### src/verilog/eal_pkg.sv
// Package: register map, field positions and reset values of the alarm latch
package eal_pkg;
    localparam int          ADR_W          = 14;
    localparam int          IDX_W          = 12;
    // Register indices; byte address is four times the index
    localparam logic [11:0] IDX_CFG        = 12'h00b;
    localparam logic [11:0] IDX_LATCHED    = 12'h011;
    localparam logic [11:0] IDX_SEC_HIST   = 12'h012;
    localparam logic [11:0] IDX_PERSIST    = 12'h013;
    localparam logic [11:0] IDX_MASKS      = 12'h014;
    localparam logic [11:0] IDX_GRP_MASK   = 12'h020;
    localparam logic [11:0] IDX_EVT_STAT   = 12'h021;
    localparam logic [11:0] IDX_EVT_CLR    = 12'h022;
    localparam logic [11:0] IDX_EVT_EN     = 12'h023;
    localparam logic [11:0] IDX_EXT_STAT   = 12'h164;
    // Global configuration fields
    localparam int          CFG_RISE_BIT   = 7;
    localparam int          CFG_FALL_BIT   = 6;
    localparam int          CFG_GIM_BIT    = 5;
    localparam int          CFG_SHEN_BIT   = 3;
    // Line alarm bit positions
    localparam int          ALM_LOS        = 7;
    localparam int          ALM_AIS        = 6;
    localparam int          ALM_OOF        = 5;
    localparam int          ALM_RAI        = 4;
    localparam int          ALM_CFA        = 3;
    localparam int          ALM_MULTIFRAME_LOSS       = 2;
    localparam int          ALM_SLIP       = 1;
    localparam int          ALM_SIGNALING_CHANGE       = 0;
    // Bits that ignore the falling edge selection
    localparam logic [7:0]  RISE_ONLY_MASK = 8'h09;
    // Extended status fields
    localparam int          EXT_TS16_ALARM_SIGNAL_BIT  = 6;
    localparam int          EXT_ECRC_BIT   = 5;
    localparam int          EXT_TS16_REMOTE_ALARM_BIT  = 4;
    // Event status fields
    localparam int          EVT_EXT_BIT    = 0;
    localparam int          EVT_SEC_BIT    = 1;
    localparam int          EVT_W          = 2;
    // Reset values
    localparam logic [7:0]  CFG_RST        = 8'h20;
    localparam logic [7:0]  MASKS_RST      = 8'hff;
    localparam logic [7:0]  GRP_MASK_RST   = 8'h01;
    localparam logic [1:0]  EVT_EN_RST     = 2'h0;
    // TS16 alarm figures
    localparam logic [2:0]  TS16_ZERO_MIN  = 3'h4;
    localparam logic [1:0]  TS16_AIS_RUN   = 2'h2;
    localparam logic [1:0]  TS16_RAI_RUN   = 2'h3;
    localparam int          TS16_RAI_POS   = 2;
    // Excessive CRC-4 window
    localparam int          CRC_WIN_DEF    = 1000;
    localparam int          CRC_THR_DEF    = 915;
endpackage

### src/verilog/eal_alarm_latch.sv
// Alarm latch, one-second shadow and TS16/CRC-4 alarm detection of one channel
//
// Chosen here: the Wishbone register port.
`timescale 1ns/1ns

// Function
// - The remote alarm latch bit 4 sets on the edge(s) chosen by the rise/fall selection.
// - Latch bits 3 and 0 follow only the rising edge selection.
// - Latch bits 2 and 1 follow both the rising and falling selections.
// - A latched bit interrupts only with its mask, the global and group masks all clear.
// - A latched bit clears on a written 0, or on the second pulse with shadow enabled.
// - All shadow bits stay 0 while shadow enable (config bit 3) is 0.
// - A one-second shadow bit shows that its alarm occurred in the last interval.
// - A persistent shadow bit shows an alarm active that did not rise last interval.
// - A mask bit at 1 stops its latched bit from raising the interrupt.
// - TS16 ALARM_INDICATION_SIGNAL sets after two multiframes of at most three zeros, clears on two of four or more or on alignment.
// - Excessive CRC reads 1 while 915 or more of the last 1000 checks failed.
// - TS16 remote alarm sets after three successive multiframes with bit 2 of frame 0 at 1.
// - The extended status register shows live TS16 ALARM_INDICATION_SIGNAL, excessive CRC and TS16 remote alarm.
// - The edge selection comes from config bits 7 (rise) and 6 (fall).
// - Latch clearing by the second pulse happens on its rising edge with shadow enabled.
module eal_alarm_latch #(
    parameter int CRC_WIN = eal_pkg::CRC_WIN_DEF,
    parameter int CRC_THR = eal_pkg::CRC_THR_DEF
) (
    input  wire logic                     clk_i,
    input  wire logic                     rst_i,
    input  wire logic                     wb_cyc_i,
    input  wire logic                     wb_stb_i,
    input  wire logic                     wb_we_i,
    input  wire logic [eal_pkg::ADR_W-1:0] wb_adr_i,
    input  wire logic [3:0]               wb_sel_i,
    input  wire logic [31:0]              wb_dat_i,
    output logic      [31:0]              wb_dat_o,
    output logic                          wb_ack_o,
    input  wire logic [7:0]               line_status_i,
    input  wire logic                     sec_pulse_i,
    input  wire logic                     ts16_valid_i,
    input  wire logic                     ts16_frame0_i,
    input  wire logic [7:0]               ts16_octet_i,
    input  wire logic                     mf_aligned_i,
    input  wire logic                     crc_valid_i,
    input  wire logic                     crc_err_i,
    output logic                          irq_o
);
    import eal_pkg::*;

    localparam int CNT_W = $clog2(CRC_WIN + 1);
    localparam int PTR_W = $clog2(CRC_WIN);

    function automatic logic [3:0] zeros_in(input logic [7:0] v);
        logic [3:0] n;
        n = 4'h0;
        for (int i = 0; i < 8; i++)
        begin
            n = n + {3'h0, ~v[i]};
        end
        return n;
    endfunction

    // ----------------------------------------------------------------
    // Wishbone slave
    // ----------------------------------------------------------------
    logic [IDX_W-1:0] idx;
    logic             req;
    logic             wr_acc;
    logic             ack_ff;
    logic [31:0]      dat_ff;
    logic [7:0]       cfg_ff;
    logic [7:0]       latched_ff;
    logic [7:0]       hist_ff;
    logic [7:0]       persist_ff;
    logic [7:0]       masks_ff;
    logic [7:0]       grp_mask_ff;
    logic [EVT_W-1:0] evt_stat_ff;
    logic [EVT_W-1:0] evt_en_ff;
    logic [7:0]       ext_stat;
    logic             ts16_alarm_signal_ff;
    logic             ecrc_ff;
    logic             ts16_remote_alarm_ff;

    assign idx    = wb_adr_i[ADR_W-1:2];
    assign req    = wb_cyc_i & wb_stb_i;
    // Write lands on the edge where the master sees ack
    assign wr_acc = req & wb_we_i & ack_ff & wb_sel_i[0];
    assign ext_stat = {1'b0, ts16_alarm_signal_ff, ecrc_ff, ts16_remote_alarm_ff, 4'h0};

    always_ff @(posedge clk_i)
    begin
        if (rst_i)
            ack_ff <= 1'b0;
        else
            ack_ff <= req & ~ack_ff;
    end

    always_ff @(posedge clk_i)
    begin
        if (rst_i)
            dat_ff <= 32'h0000_0000;
        else if (req & ~ack_ff)
        begin
            unique case (idx)
                IDX_CFG:      dat_ff <= {24'h0, cfg_ff};
                IDX_LATCHED:  dat_ff <= {24'h0, latched_ff};
                IDX_SEC_HIST: dat_ff <= {24'h0, hist_ff};
                IDX_PERSIST:  dat_ff <= {24'h0, persist_ff};
                IDX_MASKS:    dat_ff <= {24'h0, masks_ff};
                IDX_GRP_MASK: dat_ff <= {24'h0, grp_mask_ff};
                IDX_EVT_STAT: dat_ff <= {30'h0, evt_stat_ff};
                IDX_EVT_EN:   dat_ff <= {30'h0, evt_en_ff};
                IDX_EXT_STAT: dat_ff <= {24'h0, ext_stat};
                default:      dat_ff <= 32'h0000_0000;
            endcase
        end
    end

    assign wb_ack_o = ack_ff;
    assign wb_dat_o = dat_ff;

    // ----------------------------------------------------------------
    // Control registers
    // ----------------------------------------------------------------
    always_ff @(posedge clk_i)
    begin
        if (rst_i)
        begin
            cfg_ff      <= CFG_RST;
            masks_ff    <= MASKS_RST;
            grp_mask_ff <= GRP_MASK_RST;
            evt_en_ff   <= EVT_EN_RST;
        end
        else if (wr_acc)
        begin
            if (idx == IDX_CFG)
                cfg_ff <= wb_dat_i[7:0];
            if (idx == IDX_MASKS)
                masks_ff <= wb_dat_i[7:0];
            if (idx == IDX_GRP_MASK)
                grp_mask_ff <= wb_dat_i[7:0];
            if (idx == IDX_EVT_EN)
                evt_en_ff <= wb_dat_i[EVT_W-1:0];
        end
    end

    logic sel_rise;
    logic sel_fall;
    logic sh_en;
    assign sel_rise = cfg_ff[CFG_RISE_BIT];
    assign sel_fall = cfg_ff[CFG_FALL_BIT];
    assign sh_en    = cfg_ff[CFG_SHEN_BIT];

    // ----------------------------------------------------------------
    // One-second pulse: pin, so synchronise before edge detect
    // ----------------------------------------------------------------
    logic sec_s1_ff;
    logic sec_s2_ff;
    logic sec_s3_ff;
    logic tick;

    always_ff @(posedge clk_i)
    begin
        if (rst_i)
        begin
            sec_s1_ff <= 1'b0;
            sec_s2_ff <= 1'b0;
            sec_s3_ff <= 1'b0;
        end
        else
        begin
            sec_s1_ff <= sec_pulse_i;
            sec_s2_ff <= sec_s1_ff;
            sec_s3_ff <= sec_s2_ff;
        end
    end

    assign tick = sec_s2_ff & ~sec_s3_ff;

    // ----------------------------------------------------------------
    // Latched line alarms
    // ----------------------------------------------------------------
    logic [7:0] prev_ff;
    logic [7:0] rose;
    logic [7:0] fell;
    logic [7:0] set_ev;
    logic [7:0] clr_ev;
    logic [7:0] nxt_latched;

    assign rose   = line_status_i & ~prev_ff;
    assign fell   = ~line_status_i & prev_ff;
    // CFA and signaling change are event pulses; their fall means nothing
    assign set_ev = ({8{sel_rise}} & rose)
                  | ({8{sel_fall}} & fell & ~RISE_ONLY_MASK);
    assign clr_ev = ({8{wr_acc && idx == IDX_LATCHED}} & ~wb_dat_i[7:0])
                  | {8{tick & sh_en}};
    // New events win over a clear in the same cycle
    assign nxt_latched = (latched_ff & ~clr_ev) | set_ev;

    always_ff @(posedge clk_i)
    begin
        if (rst_i)
        begin
            prev_ff    <= 8'h00;
            latched_ff <= 8'h00;
        end
        else
        begin
            prev_ff    <= line_status_i;
            latched_ff <= nxt_latched;
        end
    end

    // ----------------------------------------------------------------
    // One-second and persistent shadows
    // ----------------------------------------------------------------
    logic [7:0] occ_ff;
    logic [7:0] rose_acc_ff;

    always_ff @(posedge clk_i)
    begin
        if (rst_i || !sh_en)
        begin
            occ_ff      <= 8'h00;
            rose_acc_ff <= 8'h00;
            hist_ff     <= 8'h00;
            persist_ff  <= 8'h00;
        end
        else if (tick)
        begin
            hist_ff     <= occ_ff | line_status_i;
            persist_ff  <= line_status_i & ~(rose_acc_ff | rose);
            occ_ff      <= line_status_i;
            rose_acc_ff <= 8'h00;
        end
        else
        begin
            occ_ff      <= occ_ff | line_status_i;
            rose_acc_ff <= rose_acc_ff | rose;
        end
    end

    // ----------------------------------------------------------------
    // TS16 ALARM_INDICATION_SIGNAL and TS16 remote alarm
    // ----------------------------------------------------------------
    logic       mf_start;
    logic [2:0] zcnt_ff;
    logic       mf_seen_ff;
    logic [1:0] low_run_ff;
    logic [1:0] high_run_ff;
    logic [1:0] rai_run_ff;
    logic       align_prev_ff;
    logic       mf_low;
    logic [3:0] zsum;
    logic [3:0] zf;

    assign mf_start = ts16_valid_i & ts16_frame0_i;
    assign mf_low   = zcnt_ff < TS16_ZERO_MIN;
    assign zf       = zeros_in(ts16_octet_i);
    assign zsum     = {1'b0, zcnt_ff} + zf;

    // Zero count saturates at four; only the three-or-fewer test matters
    always_ff @(posedge clk_i)
    begin
        if (rst_i)
            zcnt_ff <= 3'h0;
        else if (mf_start)
            zcnt_ff <= (zf > 4'h4) ? TS16_ZERO_MIN : zf[2:0];
        else if (ts16_valid_i)
            zcnt_ff <= (zsum > 4'h4) ? TS16_ZERO_MIN : zsum[2:0];
    end

    always_ff @(posedge clk_i)
    begin
        if (rst_i)
        begin
            mf_seen_ff    <= 1'b0;
            low_run_ff    <= 2'h0;
            high_run_ff   <= 2'h0;
            ts16_alarm_signal_ff      <= 1'b0;
            align_prev_ff <= 1'b0;
        end
        else
        begin
            align_prev_ff <= mf_aligned_i;
            if (mf_start)
                mf_seen_ff <= 1'b1;
            if (mf_start && mf_seen_ff)
            begin
                low_run_ff  <= mf_low ? ((low_run_ff == TS16_AIS_RUN)
                               ? low_run_ff : low_run_ff + 2'h1) : 2'h0;
                high_run_ff <= !mf_low ? ((high_run_ff == TS16_AIS_RUN)
                               ? high_run_ff : high_run_ff + 2'h1) : 2'h0;
            end
            if (mf_aligned_i && !align_prev_ff)
                ts16_alarm_signal_ff <= 1'b0;
            else if (mf_start && mf_seen_ff && mf_low
                     && low_run_ff == TS16_AIS_RUN - 2'h1)
                ts16_alarm_signal_ff <= 1'b1;
            else if (mf_start && mf_seen_ff && !mf_low
                     && high_run_ff == TS16_AIS_RUN - 2'h1)
                ts16_alarm_signal_ff <= 1'b0;
        end
    end

    // Recovery on the first frame 0 with the bit back at 0
    always_ff @(posedge clk_i)
    begin
        if (rst_i)
        begin
            rai_run_ff <= 2'h0;
            ts16_remote_alarm_ff   <= 1'b0;
        end
        else if (mf_start)
        begin
            if (ts16_octet_i[TS16_RAI_POS])
            begin
                if (rai_run_ff != TS16_RAI_RUN)
                    rai_run_ff <= rai_run_ff + 2'h1;
                if (rai_run_ff == TS16_RAI_RUN - 2'h1)
                    ts16_remote_alarm_ff <= 1'b1;
            end
            else
            begin
                rai_run_ff <= 2'h0;
                ts16_remote_alarm_ff   <= 1'b0;
            end
        end
    end

    // ----------------------------------------------------------------
    // Excessive CRC-4 errors over a sliding window
    // ----------------------------------------------------------------
    logic [CRC_WIN-1:0] crc_hist_ff;
    logic [PTR_W-1:0]   crc_ptr_ff;
    logic [CNT_W-1:0]   crc_cnt_ff;

    always_ff @(posedge clk_i)
    begin
        if (rst_i)
        begin
            crc_hist_ff <= '0;
            crc_ptr_ff  <= '0;
            crc_cnt_ff  <= '0;
            ecrc_ff     <= 1'b0;
        end
        else
        begin
            if (crc_valid_i)
            begin
                crc_hist_ff[crc_ptr_ff] <= crc_err_i;
                crc_cnt_ff <= crc_cnt_ff + CNT_W'(crc_err_i)
                            - CNT_W'(crc_hist_ff[crc_ptr_ff]);
                crc_ptr_ff <= (crc_ptr_ff == PTR_W'(CRC_WIN - 1))
                            ? '0 : crc_ptr_ff + PTR_W'(1);
            end
            // One cycle behind the count
            ecrc_ff <= crc_cnt_ff >= CNT_W'(CRC_THR);
        end
    end

    // ----------------------------------------------------------------
    // Interrupt
    // ----------------------------------------------------------------
    logic       line_irq;
    logic [2:0] ext_prev_ff;
    logic [EVT_W-1:0] evt_set;
    logic [EVT_W-1:0] evt_clr;
    logic       irq_ff;

    assign line_irq = (|(latched_ff & ~masks_ff)) & ~cfg_ff[CFG_GIM_BIT]
                    & ~grp_mask_ff[0];
    assign evt_set  = {tick, ext_prev_ff != {ts16_alarm_signal_ff, ecrc_ff, ts16_remote_alarm_ff}};
    assign evt_clr  = (wr_acc && idx == IDX_EVT_CLR)
                    ? wb_dat_i[EVT_W-1:0] : '0;

    always_ff @(posedge clk_i)
    begin
        if (rst_i)
        begin
            ext_prev_ff <= 3'h0;
            evt_stat_ff <= '0;
            irq_ff      <= 1'b0;
        end
        else
        begin
            ext_prev_ff <= {ts16_alarm_signal_ff, ecrc_ff, ts16_remote_alarm_ff};
            evt_stat_ff <= (evt_stat_ff & ~evt_clr) | evt_set;
            irq_ff      <= line_irq | (|(evt_stat_ff & evt_en_ff));
        end
    end

    assign irq_o = irq_ff;

    // ----------------------------------------------------------------
    // Assertions
    // ----------------------------------------------------------------
    property p_rai_latch;
        @(posedge clk_i) disable iff (rst_i)
        (sel_rise && $rose(line_status_i[ALM_RAI])) |=> latched_ff[ALM_RAI];
    endproperty
    a_rai_latch: assert property (p_rai_latch)
        else $error("remote alarm rise not latched");

    property p_cfa_no_fall;
        @(posedge clk_i) disable iff (rst_i)
        (!sel_rise && !latched_ff[ALM_CFA] && !clr_ev[ALM_CFA])
        |=> !latched_ff[ALM_CFA];
    endproperty
    a_cfa_no_fall: assert property (p_cfa_no_fall)
        else $error("realign change latched without rise selection");

    property p_slip_fall;
        @(posedge clk_i) disable iff (rst_i)
        (sel_fall && $fell(line_status_i[ALM_SLIP])) |=> latched_ff[ALM_SLIP];
    endproperty
    a_slip_fall: assert property (p_slip_fall)
        else $error("slip fall not latched");

    property p_irq_gate;
        @(posedge clk_i) disable iff (rst_i)
        line_irq |=> irq_o;
    endproperty
    a_irq_gate: assert property (p_irq_gate)
        else $error("unmasked latched bit gave no interrupt");

    property p_irq_masked;
        @(posedge clk_i) disable iff (rst_i)
        (cfg_ff[CFG_GIM_BIT] && !(|(evt_stat_ff & evt_en_ff))) |=> !irq_o;
    endproperty
    a_irq_masked: assert property (p_irq_masked)
        else $error("interrupt with global mask set");

    property p_wr_clear;
        @(posedge clk_i) disable iff (rst_i)
        (wr_acc && idx == IDX_LATCHED && !wb_dat_i[ALM_SIGNALING_CHANGE]
         && !set_ev[ALM_SIGNALING_CHANGE]) |=> !latched_ff[ALM_SIGNALING_CHANGE];
    endproperty
    a_wr_clear: assert property (p_wr_clear)
        else $error("written zero did not clear latch");

    property p_shadow_off;
        @(posedge clk_i) disable iff (rst_i)
        !sh_en |=> (hist_ff == 8'h00 && persist_ff == 8'h00);
    endproperty
    a_shadow_off: assert property (p_shadow_off)
        else $error("shadow nonzero while disabled");

    property p_hist_capture;
        @(posedge clk_i) disable iff (rst_i)
        (tick && sh_en) |=> hist_ff == ($past(occ_ff) | $past(line_status_i));
    endproperty
    a_hist_capture: assert property (p_hist_capture)
        else $error("one-second history not captured");

    property p_ecrc;
        @(posedge clk_i) disable iff (rst_i)
        ##1 (ecrc_ff == ($past(crc_cnt_ff) >= CNT_W'(CRC_THR)));
    endproperty
    a_ecrc: assert property (p_ecrc)
        else $error("excessive CRC status wrong");

    property p_ts16_remote_alarm;
        @(posedge clk_i) disable iff (rst_i)
        $rose(ts16_remote_alarm_ff) |-> $past(rai_run_ff) == TS16_RAI_RUN - 2'h1;
    endproperty
    a_ts16_remote_alarm: assert property (p_ts16_remote_alarm)
        else $error("TS16 remote alarm set early");

    c_tick_clear: cover property (@(posedge clk_i) disable iff (rst_i)
        tick && sh_en && |latched_ff);
    c_ts16_alarm_signal: cover property (@(posedge clk_i) disable iff (rst_i)
        $rose(ts16_alarm_signal_ff));
    c_irq: cover property (@(posedge clk_i) disable iff (rst_i)
        $rose(irq_o));
endmodule

### config.mk
export PLATFORM = sky130hd
export DESIGN_NAME = eal_alarm_latch
export DESIGN_NICKNAME = d
export VERILOG_FILES = /design/src/verilog/eal_pkg.sv /design/src/verilog/eal_alarm_latch.sv
export SDC_FILE = /design/constraint.sdc
export NUM_CORES = 2
export LEC_CHECK = 0
export ABC_AREA = 1
export BUFFER_PORTS_ARGS = -buffer_cell sky130_fd_sc_hd__buf_2
export CAP_MARGIN = 0
export CELL_PAD_IN_SITES_DETAIL_PLACEMENT = 0
export CELL_PAD_IN_SITES_GLOBAL_PLACEMENT = 1
export CORE_ASPECT_RATIO = 1.2
export CORE_MARGIN = 3
export CORE_UTILIZATION = 52
export CTS_BUF_LIST = sky130_fd_sc_hd__clkbuf_4
export DETAILED_ROUTE_END_ITERATION = 10
export PLACE_DENSITY = 0.84
export SYNTH_ARGS = -nofsm -noshare
export SYNTH_HDL_FRONTEND = slang
export SYNTH_SLANG_ARGS = --single-unit
export TNS_END_PERCENT = 20
### constraint.sdc
create_clock -name clk_i -period 5.85 [get_ports clk_i]
set_input_delay 0.8775 -clock clk_i [delete_from_list [all_inputs] [get_ports clk_i]]
set_output_delay 0.8775 -clock clk_i [all_outputs]
set_load 0.02 [all_outputs]
======== Yosys cells after proc, flatten, opt, wreduce, memory -nomap -nowiden ========
Index checks and enable logic that the tools add are counted.
W data, S select, Z words.
storage, ports and cells
  word-level logic and storage cells ...... 168
  register bits ........................... 1,150
  output and inout port bits .............. 34
operators by class
  muxes and demuxes ....................... 23
  bitwise operators ....................... 46
  equality and inequality tests ........... 22
  $add $sub $neg .......................... 14
  $lt $le $gt $ge ......................... 6
  reductions and logical operators ........ 27
operator list
  cell                     number
  $bwmux W1000             1
  $pmux W8 S9              1
  $and A8 B8 Y8            8
  $eq A12 B5 Y1 const B    4
  $eq A12 B6 Y1 const B    4
  $not A8 Y8               6
  $or A8 B8 Y8             5
  $add A4 B1 Y4            4
  $reduce_and A2 Y1        8
  $mux W2                  7
  $eq A12 B4 Y1 const B    1
  $eq A12 B9 Y1 const B    1
  $mux W3                  4
  $not A1 Y1               12
  $lt A10 B11 Y1 const B   1
  $add A10 B1 Y10          1
  $add A10 B1 Y10 const B  1
  $and A1 B1 Y1            10
  $bmux W1 S10             1
  $demux W1 S10            1
  $eq A10 B10 Y1 const B   1
  $ge A10 B1 Y1 const B    1
  $ge A10 B10 Y1 const B   1
  $mux W10                 1
  25 further kinds         53

======== Longest topological paths before layout ========
  depth in word-level cells ............... 13
  mapped depth ............................ 28

======== Least setup slack after synthesis ========
Ideal clock, no wire load.
  kind .................................... input to register
  start point ............................. input port ts16_octet_i[0]
  end point ............................... register zcnt_ff[0]
  stages .................................. 14
  buffers on the path ..................... 0
  arrival ................................. 4,027 ps
  setup slack ............................. 1,754 ps
  cells stage by stage .................... fa_1 -> inv_1 -> fa_1 -> fa_1 -> ha_1 -> inv_1 -> fa_1 -> inv_1 -> fa_1 -> xnor2_1 -> nor2_1 -> nor2_1 -> nand3_1 -> a21oi_1
on the way
  cells in the longest elaborated chain, start to end .. 13
  elaborated cells on any way between the ends .. 15
ends and longest elaborated chain
  element                        RTL line                source
  start, declared                eal_alarm_latch.sv:40   input wire logic [7:0] ts16_octet_i,
  $not A1 Y1 *                   eal_alarm_latch.sv:56   n = n + {3'h0, ~v[i]};
  $add A1 B1 Y2 *                eal_alarm_latch.sv:56
  $add A2 B1 Y3 *                eal_alarm_latch.sv:56
  $add A3 B1 Y4 *                eal_alarm_latch.sv:56
  $add A4 B1 Y4 * (4 in series)  eal_alarm_latch.sv:56
  $add A3 B4 Y4                  eal_alarm_latch.sv:258  assign zsum = {1'b0, zcnt_ff} + zf;
  $gt A4 B3 Y1                   eal_alarm_latch.sv:268  zcnt_ff <= (zsum > 4'h4) ? TS16_ZERO_MIN : zsum[2:0];
  $mux W3                        eal_alarm_latch.sv:268
  $mux W3                        eal_alarm_latch.sv:267  else if (ts16_valid_i)
  $mux W3 *                      eal_alarm_latch.sv:265  else if (mf_start)
  end signal, assigned           eal_alarm_latch.sv:266  zcnt_ff <= (zf > 4'h4) ? TS16_ZERO_MIN : zf[2:0];
  end signal, assigned           eal_alarm_latch.sv:268
  end, declared                  eal_alarm_latch.sv:245  logic [2:0] zcnt_ff;
Every way passes the cells marked *; elsewhere a longest branch is shown, timed or not. The select of a mux whose other input is x is not followed.
A chain may end at the register's enable or synchronous reset.

======== Worst setup path after layout ========
  start point ............................. register crc_ptr_ff[0]
  end point ............................... register crc_cnt_ff[6]
on the way
  cells in the longest elaborated chain, start to end .. 3
ends and longest elaborated chain
  element                        RTL line                source
  start, declared                eal_alarm_latch.sv:333  logic [PTR_W-1:0] crc_ptr_ff;
  start signal, assigned         eal_alarm_latch.sv:352  crc_ptr_ff <= (crc_ptr_ff == PTR_W'(CRC_WIN - 1))
  $bmux W1 S10                   eal_alarm_latch.sv:351  - CNT_W'(crc_hist_ff[crc_ptr_ff]);
  $mux W1 (not written as such)  eal_alarm_latch.sv:351
  $sub A10 B1 Y10                eal_alarm_latch.sv:351
  end signal, assigned           eal_alarm_latch.sv:350  crc_cnt_ff <= crc_cnt_ff + CNT_W'(crc_err_i)
  end, declared                  eal_alarm_latch.sv:334  logic [CNT_W-1:0] crc_cnt_ff;
No other way between the ends. The select of a mux whose other input is x is not followed.

==> metrics.md <==
| Metric | Value |
|---|---|
| Max Cap Viol | `0` |
| Post-synth ARST share | `0%` |
| Cell depth of the worst flop-to-flop path | `26` |
| # port buffers | `57` |
| P_leak | `0.0225 uW` |
| Die height | `362 um` |
| Peak supply drop | `192 uV` |
| Full die area | `110000 um2` |
| Power Density | `271 nW/um2` |
| Final setup fails | `0` |
| Sequential area share after synthesis | `41.0%` |
| Yosys top cell area share | `41.0%` |
| Detailed Route WL | `180 mm` |
| Hold Crit Start | `crc_valid_i` |
| Hold Path End | `crc_cnt_ff[1]$_SDFFE_PP0P_` |
| Worst Setup Start Kind | `flop` |
| DRC violations left | `0` |
| Tightest Hold Check Type | `input port to flop` |
| FF-to-FF End | `crc_cnt_ff[6]$_SDFFE_PP0P_` |
| Largest area contributor in the netlist | `dfxtp_1` |
| Crit end category | `flop` |
| CTS tree | `done` |
| DR iter-0 viols | `5776` |
| Post-synth top cells | `nand2_1, dfxtp_1, a21oi_1` |
| Crit path required time | `6.95 ns` |
| Slew Limit Headroom | `23.6%` |
| Fmax | `0.202 GHz` |
| RSZ-0062 raised after global routing | `no` |
| Final Hold Vio Count | `0` |
| Overall routing resource usage | `31.6%` |
| Initial antenna violation count | `1` |
| Area grow syn2layout | `7.90%` |
| Initial Util | `52.5%` |
| First-pass GRT wire length | `276 mm` |
| Cell area after synthesis | `55000 um2` |
| Most frequent cell after synthesis | `nand2_1` |
| Total Neg Setup Slack | `0 ns` |
| CP max FO | `83` |
| Layout cell share with drive strength beyond 1 | `10.6%` |
| Period utilization | `84.5%` |
| Drt wl/cell | `20.4 um` |
| Seq cells post-synth | `1126` |
| Slew Viols, Final | `0` |
| Syn Area/Cell | `7.31 um2` |
| GPL Wtd Cong | `0.851` |
| Clock Pin Slew Worst Setup and Hold Paths | `0.06 ns` |
| Reg2reg setup slack | `0.91 ns` |
| Arrival @ worst endpoint | `6.04 ns` |
| Crit Reg-Reg Startpoint | `crc_ptr_ff[0]$_SDFFE_PP0P_` |
| HPWL after DPL | `93.1 mm` |
| Number of global-route vias before repair | `47300` |
| Fin crit period | `4.94 ns` |
| Largest net degree at the start of global routing | `219` |
| Std cell rows | `130` |
| Post-synth EDFFs | `0` |
| Hold Crit Depth | `2` |
| Synth area leaders | `dfxtp_1, a311oi_1, nand2_1` |
| Die Wd | `303 um` |
| GRT overflow | `0` |
| Clk_skew | `0.0469 ns` |
| Kind of critical path | `flop to flop` |
| Vias per cell | `6.02` |
| First-pass DRT Iterations | `7` |
| Insertion delay to the later sink of the worst-skew pair | `1.21 ns` |
| Top FF cell, synth | `dfxtp_1` |
| Clock Sink Count | `1126` |
| Postcts setup bufs | `0` |
| I/O pin count | `111` |
| # nets final | `7376` |
| Cells after Synth | `7526` |
| Post-CTS Hold Fix Bufs | `24` |
| Post-cts resize count | `0` |
| Remaining antenna violation count | `0` |
| Via Count | `53000` |
| Number of distinct library cells after synthesis | `42` |
| YS warnings | `0` |
| Post-route cell area | `59300 um2` |
| H-Tree Depth | `5` |
| Core area | `105000 um2` |
| Clock Tree Buf Depth | `4` |
| Dpl cell area | `55500 um2` |
| Worst-margin pin slew | `1.15 ns` |
| Clock root cell | `clkbuf_4` |
| Cts bufs inserted | `317` |
| Status | `complete, no violations` |
[cell usage in the layout, fill, tap and decap left out, types with 23 or more instances in the layout]
cell	Yosys	final
nand2_1	1760	1760
dfxtp_1	1126	1124
a21oi_1	1071	1071
a311oi_1	990	990
inv_1	499	498
nor2_1	481	467
clkbuf_4	0	459
o21ai_0	283	283
nand3_1	209	209
buf_4	26	124
buf_2	285	56
nor2_4	11	49
buf_12	0	36
inv_2	33	35
ha_1	31	31
conb_1	1	24
dlygate4sd3_1	0	24
clkinv_1	2	23
[layer usage]
metal  vias up  GRT usage [%]  part of all wire, %
met5         -              0                    0
met4         0           12.9                  3.6
met3       366           4.80                  7.1
met2      2058           50.0                   45
met1     24700           43.2                   44
li1      25900              -                    -
[through the flow]
step	util, %	std cells	hold WS (ns)	power, uW	setup slack [ns]
2_1_floorplan	-	7549	0.388	8940	1.75
6_report	56.6	8818	0.143	16100	0.906
3_5_place_dp	53.0	8305	0.405	9360	0.974
4_1_cts	56.6	8817	0.0101	16200	0.948
5_1_grt	56.6	8818	0.0852	16800	0.424
3_3_place_gp	53.0	8305	0.405	9350	0.931
[final cells by class]
type                    instances  area [um2]
diodes                          1        2.50
clock inverters                29         164
fillers                     10500       45400
multi-input cells            5042       27200
well taps                    1386        1730
inverters                     534        2030
flip-flops and latches       1126       22500
clock buffers                 459        3450
repair buffers                241        2190
[power breakdown]
| part | internal [uW] | total (uW) | switching (uW) |
|---|---|---|---|
| Clock | 3620 | 6840 | 3220 |
| Combinational | 405 | 1490 | 1090 |
| Sequential | 7700 | 7730 | 34.3 |
[worst max-delay path by stage]
| stage | start | to | slack (ns) | cells past startpoint |
|---|---|---|---|---|
| after floorplan | ts16_octet_i[0] | zcnt_ff[0]$_SDFFE_PP0P_ | 1.75 | 14 |
| after detailed placement | crc_ptr_ff[0]$_SDFFE_PP0P_ | crc_cnt_ff[6]$_SDFFE_PP0P_ | 0.97 | 26 |
| after CTS | crc_ptr_ff[0]$_SDFFE_PP0P_ | crc_cnt_ff[6]$_SDFFE_PP0P_ | 0.95 | 26 |
| after global placement | crc_ptr_ff[0]$_SDFFE_PP0P_ | crc_cnt_ff[6]$_SDFFE_PP0P_ | 0.93 | 26 |
| final | crc_ptr_ff[0]$_SDFFE_PP0P_ | crc_cnt_ff[6]$_SDFFE_PP0P_ | 0.91 | 26 |
| after global routing | crc_ptr_ff[0]$_SDFFE_PP0P_ | crc_cnt_ff[6]$_SDFFE_PP0P_ | 0.42 | 26 |
[registers in the layout, summed over array words and instances (netlist names), 3 cells and up]
name         flops
crc_hist_ff   1000
prev_ff          8
hist_ff          8
zcnt_ff          3
crc_ptr_ff      10
occ_ff           8
crc_cnt_ff      10
ext_prev_ff      3
wb_dat_o         8
persist_ff       8
cfg_ff           8
grp_mask_ff      8
masks_ff         8
rose_acc_ff      8
latched_ff       8
[logic make-up (layout without fill, tap and decap cells)]
group | Yosys count | in the layout | synth area share (%)
and+or+nand+nor | 2528 | 2528 | 18.3
AOI/OAI and AO/OA | 2435 | 2435 | 29.2
buffers and inverters | 1381 | 1263 | 10.3
DFF | 1126 | 1126 | 41.0
adders and majority gates | 37 | 37 | 0.924
xor gates and xnor gates | 18 | 18 | 0.287
other | 1 | 25 | 0.00682
[critical path, cell delays in order (launching register included)]
cell and delay (ns):
dfxtp_4 0.41, inv_8 0.49, buf_4 0.53, nand2_1 0.11
nand3_1 0.08, nand2_1 0.05, nand2_1 0.07, nand2_1 0.07
nor2_1 0.12, nand2_1 0.16, nand2_1 0.10, nand2_1 0.06
o21ai_1 0.17, nand2_1 0.08, nor2_1 0.13, nand2_1 0.17
ha_1 0.31, inv_1 0.06, ha_1 0.17, inv_1 0.07
fa_1 0.40, o21ai_0 0.36, a21oi_1 0.12, o21ai_0 0.21
xor2_1 0.09, o21ai_0 0.15, inv_1 0.05
(Power assumes the default switching activity.)
